**config.mk**
```make
export PLATFORM = sky130hd
export DESIGN_NAME = sms_core
export DESIGN_NICKNAME = d
export VERILOG_FILES = /design/src/sms_pkg.sv /design/src/sms_core.sv
export VERILOG_INCLUDE_DIRS = /design/src
export SDC_FILE = /design/constraint.sdc
export NUM_CORES = 1
export LEC_CHECK = 0
export ABC_AREA = 0
export BUFFER_PORTS_ARGS = -buffer_cell sky130_fd_sc_hd__clkbuf_2
export CORE_ASPECT_RATIO = 0.8
export CORE_MARGIN = 2
export CORE_UTILIZATION = 30
export DETAILED_ROUTE_END_ITERATION = 10
export PLACE_DENSITY = 0.47
export SETUP_SLACK_MARGIN = 0.2
export SLEW_MARGIN = 20
export SYNTH_ARGS = -nofsm -noshare
export SYNTH_HDL_FRONTEND = slang
export SYNTH_SLANG_ARGS = --single-unit
```
**constraint.sdc**
```tcl
create_clock -name clk -period 5.9 [get_ports clk]
set_input_delay 1.18 -clock clk [delete_from_list [all_inputs] [get_ports clk]]
set_output_delay 1.18 -clock clk [all_outputs]
set_load 0.1 [all_outputs]
```
**src/sms_cfg.svh**
```systemverilog
/*
  Offsets, field positions, reset values and timing counts of the serial
  module mode and I2C slave status block. Included by the design and the bench.
*/
`ifndef SMS_CFG_SVH
`define SMS_CFG_SVH

// Register indices on the plain register port
`define SMS_ADDR_MODE_CTRL   2'h0
`define SMS_ADDR_BUS_STATUS  2'h1
`define SMS_ADDR_OWN_ADDR    2'h2
`define SMS_ADDR_DATA        2'h3

// Mode control register fields
`define SMS_MODE_MSB         7
`define SMS_MODE_LSB         5
`define SMS_DEB_MSB          3
`define SMS_DEB_LSB          2
`define SMS_EN_BIT           1
`define SMS_INC_BIT          0

// Bus status register fields
`define SMS_CPL_BIT          7
`define SMS_HIT_BIT          6
`define SMS_BUSY_BIT         5
`define SMS_DIR_BIT          4
`define SMS_TXACK_BIT        3
`define SMS_RDREQ_BIT        2
`define SMS_WAKE_BIT         1
`define SMS_RXACK_BIT        0

// Reset values
`define SMS_MODE_RST         3'h7
`define SMS_DEB_RST          2'h0
`define SMS_CPL_RST          1'h1
`define SMS_RXACK_RST        1'h1

// Glitch filter lengths in system clocks
`define SMS_DEB_NONE         3'h0
`define SMS_DEB_SHORT        3'h2
`define SMS_DEB_LONG         3'h4

// Half periods minus one, in system clocks, of the SPI master clock for the three divided rates
`define SMS_HALF_DIV4        6'h01
`define SMS_HALF_DIV16       6'h07
`define SMS_HALF_DIV64       6'h1f

// I2C bit counter values: acknowledge slot, end of acknowledge
`define SMS_BIT_ACK          4'h8
`define SMS_BIT_END          4'h9

`endif

```
**src/sms_pkg.sv**
```systemverilog
/*
  Types of the serial module mode and I2C slave status block.
  Assumes sms_cfg.svh is on the include path.
*/
package sms_pkg;

  typedef enum logic [2:0] {
    SMS_MODE_MDIV4  = 3'b000,
    SMS_MODE_MDIV16 = 3'b001,
    SMS_MODE_MDIV64 = 3'b010,
    SMS_MODE_MSUB   = 3'b011,
    SMS_MODE_MCTM   = 3'b100,
    SMS_MODE_SLAVE  = 3'b101,
    SMS_MODE_I2C    = 3'b110,
    SMS_MODE_OFF    = 3'b111
  } sms_mode_t;

  typedef enum logic [1:0] {
    SMS_ST_IDLE = 2'b00,
    SMS_ST_ADDR = 2'b01,
    SMS_ST_RX   = 2'b10,
    SMS_ST_TX   = 2'b11
  } sms_state_t;

endpackage : sms_pkg

```
**src/sms_core.sv**
```systemverilog
/*
  Mode decode, enable, SPI master clock, SPI slave incomplete detection and
  the I2C slave engine with its status bits. Assumes all pin inputs are
  synchronous to clk, and that the SPI shifter and select-line enable bit
  live outside and are wired in.
*/
`timescale 1ns/100ps
`include "sms_cfg.svh"

module sms_core (
  // Clock, reset, clock enable
  input  wire logic       clk,
  input  wire logic       rst_b,
  input  wire logic       clkEn,
  // Register port
  input  wire logic [1:0] regAddr,
  input  wire logic [7:0] regWrData,
  input  wire logic       regWr,
  input  wire logic       regRd,
  output logic      [7:0] regRdData,
  // Configuration and neighbouring logic
  input  wire logic       configEnable,
  input  wire logic       selectLineEnable,
  input  wire logic       spiShiftBusy,
  input  wire logic       subClock,
  input  wire logic       periodCompareMatch,
  // Pins
  input  wire logic       slaveSelectLine_b,
  input  wire logic       sclIn,
  input  wire logic       sdaIn,
  output logic            sdaOut,
  output logic            sdaOe,
  output logic            spiClkOut,
  // Status towards the rest of the module
  output logic            moduleActive,
  output logic            spiMasterMode,
  output logic            spiSlaveMode,
  output logic            i2cSlaveMode,
  output logic            transferDoneSet,
  output logic            serialEvent
);

  ////////////////////////////////////////////////////////////////////////////
  // Registers

  sms_pkg::sms_mode_t  serialModeSelect;
  sms_pkg::sms_state_t state;
  logic [1:0] glitchFilterSelect;
  logic       serialModuleEnable;
  logic       slaveIncompleteFlag;
  logic       byteCompleteFlag;
  logic       addressHitFlag;
  logic       busBusyFlag;
  logic       transmitDirection;
  logic       ackToSend;
  logic       masterReadRequest;
  logic       addressWakeEnable;
  logic       ackReceivedFlag;
  logic [7:0] ownAddressRegister;
  logic [7:0] dataRegister;
  logic [7:0] shiftReg;
  logic [3:0] bitCnt;
  logic [5:0] divCnt;
  logic       enPrev;
  logic       selPrev;
  logic       subPrev;
  wire  [1:0] lineFilt;
  logic [1:0] linePrev;

  ////////////////////////////////////////////////////////////////////////////
  // Decode

  wire enEffective = serialModuleEnable & configEnable;
  wire isOff       = (serialModeSelect == sms_pkg::SMS_MODE_OFF);
  wire isI2c       = (serialModeSelect == sms_pkg::SMS_MODE_I2C);
  wire isSlave     = (serialModeSelect == sms_pkg::SMS_MODE_SLAVE);
  wire isMaster    = (serialModeSelect < sms_pkg::SMS_MODE_SLAVE);
  wire active      = enEffective & ~isOff;
  wire i2cOn       = active & isI2c;
  wire enRise      = enEffective & ~enPrev;

  wire wrMode   = regWr & (regAddr == `SMS_ADDR_MODE_CTRL);
  wire wrStatus = regWr & (regAddr == `SMS_ADDR_BUS_STATUS);
  wire wrOwn    = regWr & (regAddr == `SMS_ADDR_OWN_ADDR);
  wire wrData   = regWr & (regAddr == `SMS_ADDR_DATA);

  wire [7:0] modeView = {serialModeSelect, 1'b0, glitchFilterSelect,
                         serialModuleEnable, slaveIncompleteFlag};
  wire [7:0] statusView = {byteCompleteFlag, addressHitFlag, busBusyFlag,
                           transmitDirection, ackToSend, masterReadRequest,
                           addressWakeEnable, ackReceivedFlag};
  wire [7:0] readMux = (regAddr == `SMS_ADDR_MODE_CTRL)  ? modeView :
                       (regAddr == `SMS_ADDR_BUS_STATUS) ? statusView :
                       (regAddr == `SMS_ADDR_OWN_ADDR)   ? ownAddressRegister :
                                                           dataRegister;

  ////////////////////////////////////////////////////////////////////////////
  // Glitch filter on SCL and SDA; SDA gets the same delay so edges keep order

  wire [2:0] filtLen = (glitchFilterSelect == 2'h0) ? `SMS_DEB_NONE :
                       (glitchFilterSelect == 2'h1) ? `SMS_DEB_SHORT :
                                                      `SMS_DEB_LONG;
  wire [1:0] lineRaw = {sdaIn, sclIn};

  genvar gi;
  generate
    for (gi = 0; gi < 2; gi++) begin : gFilt
      logic [2:0] stableCnt;
      logic       filtQ;
      // One process per bit owns its own flop; the vector is only a net
      assign lineFilt[gi] = filtQ;
      always_ff @(posedge clk) begin
        if (!rst_b) begin
          stableCnt <= 3'h0;
          filtQ     <= 1'b1;
        end else if (clkEn) begin
          if (lineRaw[gi] == filtQ) begin
            stableCnt <= 3'h0;
          end else if (stableCnt + 3'h1 >= filtLen) begin
            stableCnt <= 3'h0;
            filtQ     <= lineRaw[gi];
          end else begin
            stableCnt <= stableCnt + 3'h1;
          end
        end
      end
    end
  endgenerate

  wire sclRise  = lineFilt[0] & ~linePrev[0];
  wire sclFall  = ~lineFilt[0] & linePrev[0];
  wire startCnd = lineFilt[0] & linePrev[0] & ~lineFilt[1] & linePrev[1];
  wire stopCnd  = lineFilt[0] & linePrev[0] & lineFilt[1] & ~linePrev[1];

  ////////////////////////////////////////////////////////////////////////////
  // I2C byte framing

  wire        inByte    = (state != sms_pkg::SMS_ST_IDLE);
  wire        byteDone  = sclRise & inByte & (bitCnt == 4'h7);
  wire [7:0]  shiftNext = {shiftReg[6:0], lineFilt[1]};
  wire        addrMatch = (shiftNext[7:1] == ownAddressRegister[7:1]);
  wire        ackSample = sclRise & (state == sms_pkg::SMS_ST_TX) & (bitCnt == `SMS_BIT_ACK);
  wire        ackEnd    = sclFall & inByte & (bitCnt == `SMS_BIT_END);
  wire        newByte   = ackEnd & (state != sms_pkg::SMS_ST_TX | ~ackReceivedFlag);
  wire [3:0]  fallCnt   = ackEnd ? 4'h0 : bitCnt;
  // First bit of a byte goes out at the ninth fall exactly when the next byte is TX
  wire        drvTx     = (ackEnd ? ((state == sms_pkg::SMS_ST_TX) ? ~ackReceivedFlag
                                                                   : transmitDirection)
                                  : (state == sms_pkg::SMS_ST_TX)) & (fallCnt < `SMS_BIT_ACK);
  wire        drvAck    = (bitCnt == `SMS_BIT_ACK) & ((state == sms_pkg::SMS_ST_ADDR) |
                          ((state == sms_pkg::SMS_ST_RX) & ~ackToSend));
  wire [2:0]  txIdx     = 3'h7 - fallCnt[2:0];

  sms_pkg::sms_state_t next_state;
  always_comb begin
    next_state = state;
    if (!i2cOn || stopCnd) begin
      next_state = sms_pkg::SMS_ST_IDLE;
    end else if (startCnd) begin
      next_state = sms_pkg::SMS_ST_ADDR;
    end else if (byteDone && state == sms_pkg::SMS_ST_ADDR && !addrMatch) begin
      next_state = sms_pkg::SMS_ST_IDLE;
    end else if (ackEnd) begin
      unique case (state)
        sms_pkg::SMS_ST_TX:   next_state = ackReceivedFlag ? sms_pkg::SMS_ST_IDLE
                                                           : sms_pkg::SMS_ST_TX;
        sms_pkg::SMS_ST_ADDR,
        sms_pkg::SMS_ST_RX:   next_state = transmitDirection ? sms_pkg::SMS_ST_TX
                                                             : sms_pkg::SMS_ST_RX;
        sms_pkg::SMS_ST_IDLE: next_state = sms_pkg::SMS_ST_IDLE;
      endcase
    end
  end

  always_ff @(posedge clk) begin
    if (!rst_b) begin
      state    <= sms_pkg::SMS_ST_IDLE;
      bitCnt   <= 4'h0;
      shiftReg <= 8'h00;
      linePrev <= 2'h3;
    end else if (clkEn) begin
      state    <= next_state;
      linePrev <= lineFilt;
      if (startCnd || ackEnd) begin
        bitCnt <= 4'h0;
      end else if (sclRise && inByte) begin
        bitCnt   <= bitCnt + 4'h1;
        shiftReg <= shiftNext;
      end
    end
  end

  ////////////////////////////////////////////////////////////////////////////
  // SDA drive: open drain, enable high while pulling low

  always_ff @(posedge clk) begin
    if (!rst_b) begin
      sdaOut <= 1'b0;
      sdaOe  <= 1'b0;
    end else if (clkEn) begin
      sdaOut <= 1'b0;
      if (!i2cOn || stopCnd || startCnd) begin
        sdaOe <= 1'b0;
      end else if (sclFall) begin
        sdaOe <= drvTx ? ~dataRegister[txIdx] : drvAck;
      end
    end
  end

  ////////////////////////////////////////////////////////////////////////////
  // I2C status bits; hardware events win over software writes

  always_ff @(posedge clk) begin
    if (!rst_b) begin
      byteCompleteFlag  <= `SMS_CPL_RST;
      addressHitFlag    <= 1'b0;
      busBusyFlag       <= 1'b0;
      transmitDirection <= 1'b0;
      ackToSend         <= 1'b0;
      masterReadRequest <= 1'b0;
      addressWakeEnable <= 1'b0;
      ackReceivedFlag   <= `SMS_RXACK_RST;
    end else if (clkEn) begin
      if (wrStatus) begin
        transmitDirection <= regWrData[`SMS_DIR_BIT];
        ackToSend         <= regWrData[`SMS_TXACK_BIT];
        masterReadRequest <= regWrData[`SMS_RDREQ_BIT];
        addressWakeEnable <= regWrData[`SMS_WAKE_BIT];
      end
      if (enRise && isI2c) begin
        byteCompleteFlag  <= `SMS_CPL_RST;
        addressHitFlag    <= 1'b0;
        busBusyFlag       <= 1'b0;
        masterReadRequest <= 1'b0;
        ackReceivedFlag   <= `SMS_RXACK_RST;
      end else if (i2cOn) begin
        if (startCnd) begin
          busBusyFlag    <= 1'b1;
          addressHitFlag <= 1'b0;
        end else if (stopCnd) begin
          busBusyFlag <= 1'b0;
        end
        if (newByte) begin
          byteCompleteFlag <= 1'b0;
        end else if (byteDone) begin
          byteCompleteFlag <= 1'b1;
        end
        if (byteDone && state == sms_pkg::SMS_ST_ADDR) begin
          addressHitFlag <= addrMatch;
          if (addrMatch) begin
            masterReadRequest <= shiftNext[0];
          end
        end else if (byteDone) begin
          addressHitFlag <= 1'b0;
        end
        if (ackSample) begin
          ackReceivedFlag <= lineFilt[1];
        end
      end
    end
  end

  ////////////////////////////////////////////////////////////////////////////
  // Mode control, own address, data

  wire selRise    = slaveSelectLine_b & ~selPrev;
  wire incomplete = active & isSlave & selectLineEnable & selRise & spiShiftBusy;
  wire rxStore    = byteDone & (state == sms_pkg::SMS_ST_RX);

  always_ff @(posedge clk) begin
    if (!rst_b) begin
      serialModeSelect    <= sms_pkg::sms_mode_t'(`SMS_MODE_RST);
      glitchFilterSelect  <= `SMS_DEB_RST;
      serialModuleEnable  <= 1'b0;
      slaveIncompleteFlag <= 1'b0;
      ownAddressRegister  <= 8'h00;
      dataRegister        <= 8'h00;
      enPrev              <= 1'b0;
      selPrev             <= 1'b1;
    end else if (clkEn) begin
      enPrev  <= enEffective;
      selPrev <= slaveSelectLine_b;
      if (wrMode) begin
        serialModeSelect   <= sms_pkg::sms_mode_t'(regWrData[`SMS_MODE_MSB:`SMS_MODE_LSB]);
        glitchFilterSelect <= regWrData[`SMS_DEB_MSB:`SMS_DEB_LSB];
        serialModuleEnable <= regWrData[`SMS_EN_BIT];
      end
      if (incomplete) begin
        slaveIncompleteFlag <= 1'b1;
      end else if (wrMode) begin
        slaveIncompleteFlag <= regWrData[`SMS_INC_BIT];
      end
      if (wrOwn) begin
        ownAddressRegister <= regWrData;
      end
      if (rxStore) begin
        dataRegister <= shiftNext;
      end else if (wrData) begin
        dataRegister <= regWrData;
      end
    end
  end

  ////////////////////////////////////////////////////////////////////////////
  // SPI master clock; none is made in slave or I2C mode

  wire [5:0] halfDiv = (serialModeSelect == sms_pkg::SMS_MODE_MDIV4)  ? `SMS_HALF_DIV4 :
                       (serialModeSelect == sms_pkg::SMS_MODE_MDIV16) ? `SMS_HALF_DIV16 :
                                                                        `SMS_HALF_DIV64;
  wire useDiv   = (serialModeSelect < sms_pkg::SMS_MODE_MSUB);
  wire divTick  = useDiv & (divCnt >= halfDiv);

  always_ff @(posedge clk) begin
    if (!rst_b) begin
      divCnt    <= 6'h00;
      spiClkOut <= 1'b0;
      subPrev   <= 1'b0;
    end else if (clkEn) begin
      subPrev <= subClock;
      if (!(active && isMaster)) begin
        divCnt    <= 6'h00;
        spiClkOut <= 1'b0;
      end else if (useDiv) begin
        divCnt <= divTick ? 6'h00 : divCnt + 6'h01;
        if (divTick) begin
          spiClkOut <= ~spiClkOut;
        end
      end else if (serialModeSelect == sms_pkg::SMS_MODE_MSUB) begin
        spiClkOut <= subPrev;
      end else if (periodCompareMatch) begin
        spiClkOut <= ~spiClkOut;
      end
    end
  end

  ////////////////////////////////////////////////////////////////////////////
  // Outputs and read port

  always_ff @(posedge clk) begin
    if (!rst_b) begin
      regRdData       <= 8'h00;
      moduleActive    <= 1'b0;
      spiMasterMode   <= 1'b0;
      spiSlaveMode    <= 1'b0;
      i2cSlaveMode    <= 1'b0;
      transferDoneSet <= 1'b0;
      serialEvent     <= 1'b0;
    end else if (clkEn) begin
      regRdData       <= regRd ? readMux : 8'h00;
      moduleActive    <= active;
      spiMasterMode   <= active & isMaster;
      spiSlaveMode    <= active & isSlave;
      i2cSlaveMode    <= i2cOn;
      transferDoneSet <= incomplete;
      serialEvent     <= incomplete | (i2cOn & byteDone & (state != sms_pkg::SMS_ST_ADDR
                                                          | addrMatch));
    end
  end

endmodule : sms_core

```
# Word-level counts from Yosys, hierarchy flattened
# Index checks and enable logic that the tools add are counted.
[word_totals] regBits=79 elab_cells=228
[classes] addsub=5 n_lt_le_gt_ge=7 eq_ne=23 muxes=62 bitwise=53 n_reduce_logical=43
[ops] op="$mux 8" n=6
[ops] op="$and 1x1->1" n=35
[ops] op="$mux 1" n=35
[ops] op="$reduce_and 3->1" n=8
[ops] op="$mux 3" n=6
[ops] op="$mux 6" n=3
[ops] op="$reduce_and 2->1" n=9
[ops] op="$not 1->1" n=14
[ops] op="$reduce_bool 2->1" n=7
[ops] op="$mux 4" n=3
[ops] op="$mux 2" n=5
[ops] op="$mux 5" n=2
[ops] op="$eq 3x3->1 const B" n=3
[ops] op="$eq 2x2->1 const B" n=4
[ops] op="$eq 4x4->1 const B" n=2
[ops] op="$reduce_bool 4->1" n=2
[ops] op="$eq 7x7->1" n=1
[ops] op="$add 3x1->3 const B" n=2
[ops] op="$add 6x1->6 const B" n=1
[ops] op="$eq 2x1->1 const B" n=3
[ops] op="$ge 3x3->1" n=2
[ops] op="$ge 6x5->1" n=1
[ops] op="$logic_not 2->1" n=3
[ops] op="$pmux 2 s3" n=1
[ops] op="other kinds (22)" n=35

# Longest topological paths before layout
# Gate-level depths: netlist of run 1.
[logic_depth] ltp_word=12 ltp_mapped=9

# Worst setup path after synthesis of run 1
# No wires, ideal clock.
[synth_timing] path_type="input to register" from="input port regAddr[0]" to="register regRdData[5]" setup_time_ps=128 arrival_ps=2435 setup_slack_ps=3337 stages=6 path_buffers=2 path_cell_list="clkbuf_1 > buf_2 > mux2_1 > a22o_1 > a222oi_1 > nor2_1"
[synth_via] elab_chain_cells=5 word_cells_on_any_way=7 classes_between="eq/ne (2); mux (4); reduce/logical (1)"
[synth_rtl] element="from (decl)" line="sms_core.sv:16" source="input wire logic [1:0] regAddr,"
[synth_rtl] element="$eq 2x2->1 (no line)"
[synth_rtl] element="$mux 8" line="sms_core.sv:94" source="(regAddr == `SMS_ADDR_OWN_ADDR) ? ownAddressRegister :"
[synth_rtl] element="$mux 8" line="sms_core.sv:93" source="(regAddr == `SMS_ADDR_BUS_STATUS) ? statusView :"
[synth_rtl] element="$mux 8 (*)" line="sms_core.sv:92" source="wire [7:0] readMux = (regAddr == `SMS_ADDR_MODE_CTRL) ? modeView :"
[synth_rtl] element="$mux 8 (*)" line="sms_core.sv:349" source="regRdData <= regRd ? readMux : 8'h00;"
[synth_rtl] element="to (signal assigned)" line="sms_core.sv:349"
[synth_rtl] element="to (decl)" line="sms_core.sv:20" source="output logic [7:0] regRdData,"
# Mark *: on every way between the ends. The rest lies on a longest branch, timed or not.
# A chain may end at the register's enable or synchronous reset.

==> flow_summary.json, run 1 <==
{
  "synth_compound_area_share_pct": 17.4,
  "ys_ff_latch": 79,
  "die_y_um": 110,
  "drt-total-wl_um": 12100,
  "pwr-share-clk_pct": 48.2,
  "cts.path.max_buffers": 2,
  "worstReg2RegStart": "state[0]",
  "muxShareOfSynthArea_pct": 9.99,
  "syn-num-nets": 536,
  "cts-root-buf": "clkbuf_16",
  "worstSetupStartpointType": "primary input",
  "path_clk_slew_ns": 0.06,
  "seq_area_frac_synth_pct": 37.4,
  "cellInternalPower_uw": 961,
  "drive_gt1_share_pct": 14.9,
  "track_usage_pct": 16.8,
  "synth_area_leaders": "dfxtp_1 (37%), nand2_1 (6.4%), mux2i_1 (5.2%)",
  "avgSynthCellArea_um2": 8.53,
  "power_switching_uw": 292,
  "leakage_nw": 1.98,
  "report.final.setup_viol": 0,
  "hold_viol": 0,
  "timing.fmax_mhz": 337,
  "dr.pass1.iters": 5,
  "tightest_slew_ns": 0.965,
  "clkLatencyLatePin_ns": 0.33,
  "routed_via_density": 5.35,
  "hp-start": "i2cSlaveMode",
  "start_util_pct": 30.9,
  "antenna_found_initial": 0,
  "cts_tree": "built",
  "synthCells": 496,
  "ant_nets": 0,
  "cts_resized": 0,
  "fin_worst_skew_ns": 0.00500,
  "fin_util_pct": 35.3,
  "dieArea_um2": 15100,
  "combPwrFrac_pct": 7.4,
  "synth_top_area_share_pct": 37.4,
  "cp.arrival_ns": 3.23,
  "rows": 38,
  "cp.required_ns": 6.16,
  "coreArea_um2": 13700,
  "gp_congestion": 0.774,
  "ys.flop_type": "dfxtp_1",
  "wl_per_cell_um": 17.4,
  "path_class": "primary input to flop",
  "cap_violations": 0,
  "p_per_area_nw_per_um2": 259,
  "seqPwrFrac_pct": 44.3,
  "synth_edf_count": 0,
  "cp-end-kind": "flop",
  "yosysUniqueCellTypes": 70,
  "pin_count": 40,
  "cp-startpoint": "rst_b",
  "ir_drop_uv": 143,
  "grt_pass1_vias": 3440,
  "cts_made_buffers": 9,
  "rsz0062_at_grt": "false",
  "holdBufCountCts": 0,
  "cts_max_level": 3,
  "period_minus_slack_ns": 2.97,
  "synth-simple-area-share_pct": 22.8,
  "yosys_warnings": 0,
  "nNetsFinal": 555,
  "grt_pass1_wl_um": 19100,
  "slew_headroom_pct": 35.6,
  "cp_max_fo": 43,
  "syn-cell-area_um2": 4230,
  "grt_overflow": 0,
  "cts.sink_count": 79,
  "rr_worst_depth": 7,
  "async_flop_share_pct": 0,
  "grt_max_degree": 44,
  "area_growth_pct": 14.2,
  "yosys.area_share.xor_xnor_pct": 2.48,
  "worstHoldPathType": "flop to flop",
  "dp_hpwl_um": 8850,
  "p_sw_share_pct": 23.3,
  "cts_setup_buffers": 0,
  "n_antenna_cell": 0,
  "fin_crit_sh_pct": 50.3,
  "status": "completed",
  "setup_tns_ns": 0,
  "synth_top_family_by_area": "simple AND/OR/NAND/NOR gates",
  "vias": 3731,
  "synth.largest_area_cell": "dfxtp_1",
  "hold_depth": 2,
  "synthAdderAreaFrac_pct": 5.03,
  "drt_iter0_drc": 315,
  "io_buffers": 38,
  "drc_errors": 0,
  "slew_violations": 0,
  "die_w_um": 137
}
-- power by group through the flow --
stage	Sequential [mW]	Combinational, mW	Clock [mW]
2_1_floorplan	0.569	0.0619	0
3_3_place_gp	0.567	0.0931	0
3_5_place_dp	0.567	0.0934	0
4_1_cts	0.555	0.0940	0.621
5_1_grt	0.557	0.102	0.644
6_report	0.556	0.0931	0.604
-- cell type report --
type,instances,area (µm²)
fillers,1442,8860
multi-input cells,370,2450
flip-flops and latches,79,1580
clock buffers,11,253
well taps,180,225
repair buffers,39,198
clock inverters,3,67.6
inverters,16,60.1
-- Yosys cell counts, types with 4 or more instances --
| master | number |
|---|---|
| nor2b_1 | 6 |
| buf_2 | 7 |
| a22oi_1 | 10 |
| dfxtp_1 | 79 |
| inv_1 | 15 |
| o21ai_0 | 12 |
| and3_1 | 4 |
| a21oi_1 | 30 |
| mux2_2 | 13 |
| nor3_1 | 10 |
| a222oi_1 | 7 |
| a22o_1 | 7 |
| and2_1 | 7 |
| nor4_1 | 4 |
| nand3_1 | 19 |
| ha_1 | 17 |
| a31oi_1 | 6 |
| mux2i_1 | 22 |
| nor2_1 | 44 |
| clkbuf_1 | 20 |
| nand2_1 | 72 |
| xor2_1 | 9 |
-- placed cells by master (no fill, tap or decap), drive strengths merged, types with 3 or more instances in the layout --
cell / netlist / routed
dfxtp: 79 / 79
nand2: 72 / 72
clkbuf: 20 / 49
nor2: 44 / 44
a21oi: 30 / 30
mux2i: 22 / 22
nand3: 19 / 19
ha: 17 / 17
mux2: 16 / 16
inv: 15 / 15
o21ai: 15 / 15
nor3: 12 / 12
a22oi: 10 / 10
xor2: 9 / 9
and2: 7 / 7
a22o: 7 / 7
a222oi: 7 / 7
nor2b: 7 / 7
a31oi: 6 / 6
and3: 4 / 4
nor4: 4 / 4
nand4b: 4 / 4
a211oi: 3 / 3
xnor2: 3 / 3
nand4: 3 / 3
or3: 3 / 3
o22ai: 3 / 3
nand2b: 3 / 3
nor3b: 3 / 3
-- flip-flops by register name, summed over array words and instances, names as in the netlist, 3 cells and up --
name and count:
gFilt.stableCnt 6, regRdData 8, serialModeSelect 3, shiftReg 7, bitCnt 4, divCnt 6
ownAddressRegister 8, dataRegister 8
-- critical path: stages --
cell      delay, ns
clkbuf_2       0.41
clkinv_1       0.60
buf_4          0.48
a311o_1        0.36
o22ai_1        0.15
-- per-stage QoR --
stage / worst slack (ns) / cell area (µm²) / power, mW / cells / hold slack (ns)
5_1_grt: 2.74 / 4830 / 1.30 / 698 / 0.477
6_report: 2.93 / 4830 / 1.25 / 698 / 0.475
2_1_floorplan: 3.34 / 4230 / 0.630 / 496 / 0.434
3_3_place_gp: 2.66 / 4510 / 0.660 / 684 / 0.468
4_1_cts: 2.91 / 4830 / 1.27 / 698 / 0.474
3_5_place_dp: 2.55 / 4510 / 0.661 / 684 / 0.464
-- cells by family after synthesis --
family	count (synthesis)
compound gates	107
xor+xnor	12
fa+ha+maj	17
buf+inv	47
flops	79
mux	39
other cells	1
simple gates	194
-- worst paths after layout --
check | slack (ns) | to
worst max-delay path | 2.93 | state[0]
worst min-delay path | 0.48 | i2cSlaveMode
worst max register to register | 3.58 | sdaOe
worst min register to register | 0.48 | i2cSlaveMode
-- per-layer routing --
metal  up-vias  GRT usage [%]  share of wire (%)
li1       1824              -                  -
met1      1765           24.9                 50
met2       132           24.8                 43
met3        10           3.25                6.0
met4         0           4.05                1.0
met5         -              0                  0
Power figures use the tool's default switching activity.
==> run 2: changes to the inputs <==
Clock period 5.9 ns to 2.8 ns, I/O delays scaled along.
==> run 2 against run 1 <==
Power grew 110%. Count of clock-buffer cells in the layout shrank 1. Routed wire length fell by 0.66%. Critical path type is now flop to flop. Clock skew increased by 0.0047 ns. Die area unchanged. Cell area grew 0.36%. Flip-flop and latch count did not move. Clock power is 110% higher. Setup slack lost 2.4 ns.
==> flow_summary.json, run 2 (synthesis results as in run 1) <==
{
  "fin_worst_skew_ns": 0.00969,
  "cts_made_buffers": 9,
  "ant_nets": 0,
  "drt-total-wl_um": 12000,
  "cts_tree": "built",
  "cts_resized": 0,
  "cp-end-kind": "flop",
  "top_regs": "dataRegister x8, ownAddressRegister x8, regRdData x8",
  "crit_chain": "ha_1 -> nand4b_4 -> or4_4 -> a21o_1 -> mux2i_1 -> nor2_1",
  "holdBufCountCts": 0,
  "grt_pass1_wl_um": 19800,
  "grt_pass1_vias": 3580,
  "cp_max_fo": 9,
  "seq_area_um2": 1580,
  "cp.arrival_ns": 2.44,
  "fin_crit_sh_pct": 79.7,
  "cts_setup_buffers": 0,
  "reg2reg_setup_slack_ns": 0.57,
  "drive_gt1_share_pct": 15.7,
  "fillerInstances": 1442,
  "route.met2.wl_um": 5040,
  "die_y_um": 110,
  "path_class": "flop to flop",
  "status": "completed",
  "design_area_um2": 4850,
  "track_usage_pct": 17.4,
  "die_w_um": 137,
  "rows": 38,
  "area_growth_pct": 14.6,
  "setup_tns_ns": 0,
  "ir_drop_uv": 282,
  "rsz0062_at_grt": "false",
  "critical-path-max-stage-delay_ns": 0.55,
  "cts-root-buf": "clkbuf_16",
  "coreArea_um2": 13700,
  "hold_viol": 0,
  "cp_num_buf_inv": 0,
  "layout_commonest_cell": "dfxtp_1",
  "dp_hpwl_um": 8960,
  "fin_cells": 703,
  "leakage_nw": 1.99,
  "gp_congestion": 0.801,
  "slew_headroom_pct": 45.1,
  "p_per_area_nw_per_um2": 541,
  "drc_errors": 0,
  "cts.sink_count": 79,
  "cts_max_level": 3,
  "grt_overflow": 0,
  "start_util_pct": 30.9,
  "holdWs_ns": 0.452,
  "setup_ws_ns": 0.569,
  "tightest_slew_ns": 0.819,
  "grt_max_degree": 61,
  "crit_family": "simple AND/OR/NAND/NOR gates",
  "fin_util_pct": 35.4,
  "wl_met1_um": 6310,
  "drt_iter0_drc": 319,
  "total_power_mw": 2.62,
  "multi_input_area_um2": 2450,
  "place_inst": 687,
  "path_clk_slew_ns": 0.07,
  "cts.path.max_buffers": 2,
  "nNetsFinal": 558,
  "clkLatencyLatePin_ns": 0.35,
  "cp_slowest_cell": "or4_4",
  "vias": 3663,
  "dieArea_um2": 15100,
  "placed_cell_area_um2": 4530,
  "io_buffers": 38,
  "dr_wl_met3_um": 541,
  "worstSetupStartpointType": "flop",
  "final_cell_mix": "dfxtp_1 (79), nand2_1 (72), nor2_1 (44), clkbuf_2 (38), a21oi_1 (30)",
  "cp.required_ns": 3.01,
  "period_minus_slack_ns": 2.23,
  "timing.fmax_mhz": 448,
  "n_antenna_cell": 0,
  "routed_via_density": 5.21,
  "cap_violations": 0,
  "wl_per_cell_um": 17.1,
  "route.top_layer_used": "met4",
  "slew_violations": 0,
  "pin_count": 40,
  "antenna_found_initial": 0,
  "worstHoldPathType": "primary input to flop",
  "report.final.setup_viol": 0,
  "place_ws_ns": 0.490,
  "dr.pass1.iters": 5
}
## run 2: worst paths after layout
kind,start,endpoint,cells after the start
setup / recovery,bitCnt[0],dataRegister[3],6
hold / removal,subClock,subPrev,3
setup reg to reg,bitCnt[0],dataRegister[3],6
hold reg to reg,i2cSlaveMode,i2cSlaveMode,2
## run 2: cell type report
type	count	share of cell area (%)
multi-input combinational	370	50.5
timing repair buffer	42	4.54
clock buffer	10	4.93
tap	180	4.64
inverter	16	1.24
sequential	79	32.6
clock inverter	6	1.57
## run 2: tightest hold or removal path: stages
cell and delay (ns):
clkbuf_2 0.08, mux2i_1 0.06, nor2_1 0.07
## run 2: power breakdown
group	total (mW)	switching (mW)	internal, mW
clock	1.25	0.521	0.731
combinational	0.200	0.134	0.0657
sequential	1.17	0.0293	1.14
## run 2: layer usage
metal	GRT usage, %	vias up
met5	0	-
met4	4.20	0
met1	25.8	1730
met2	25.2	85
li1	-	1836
met3	4.02	12
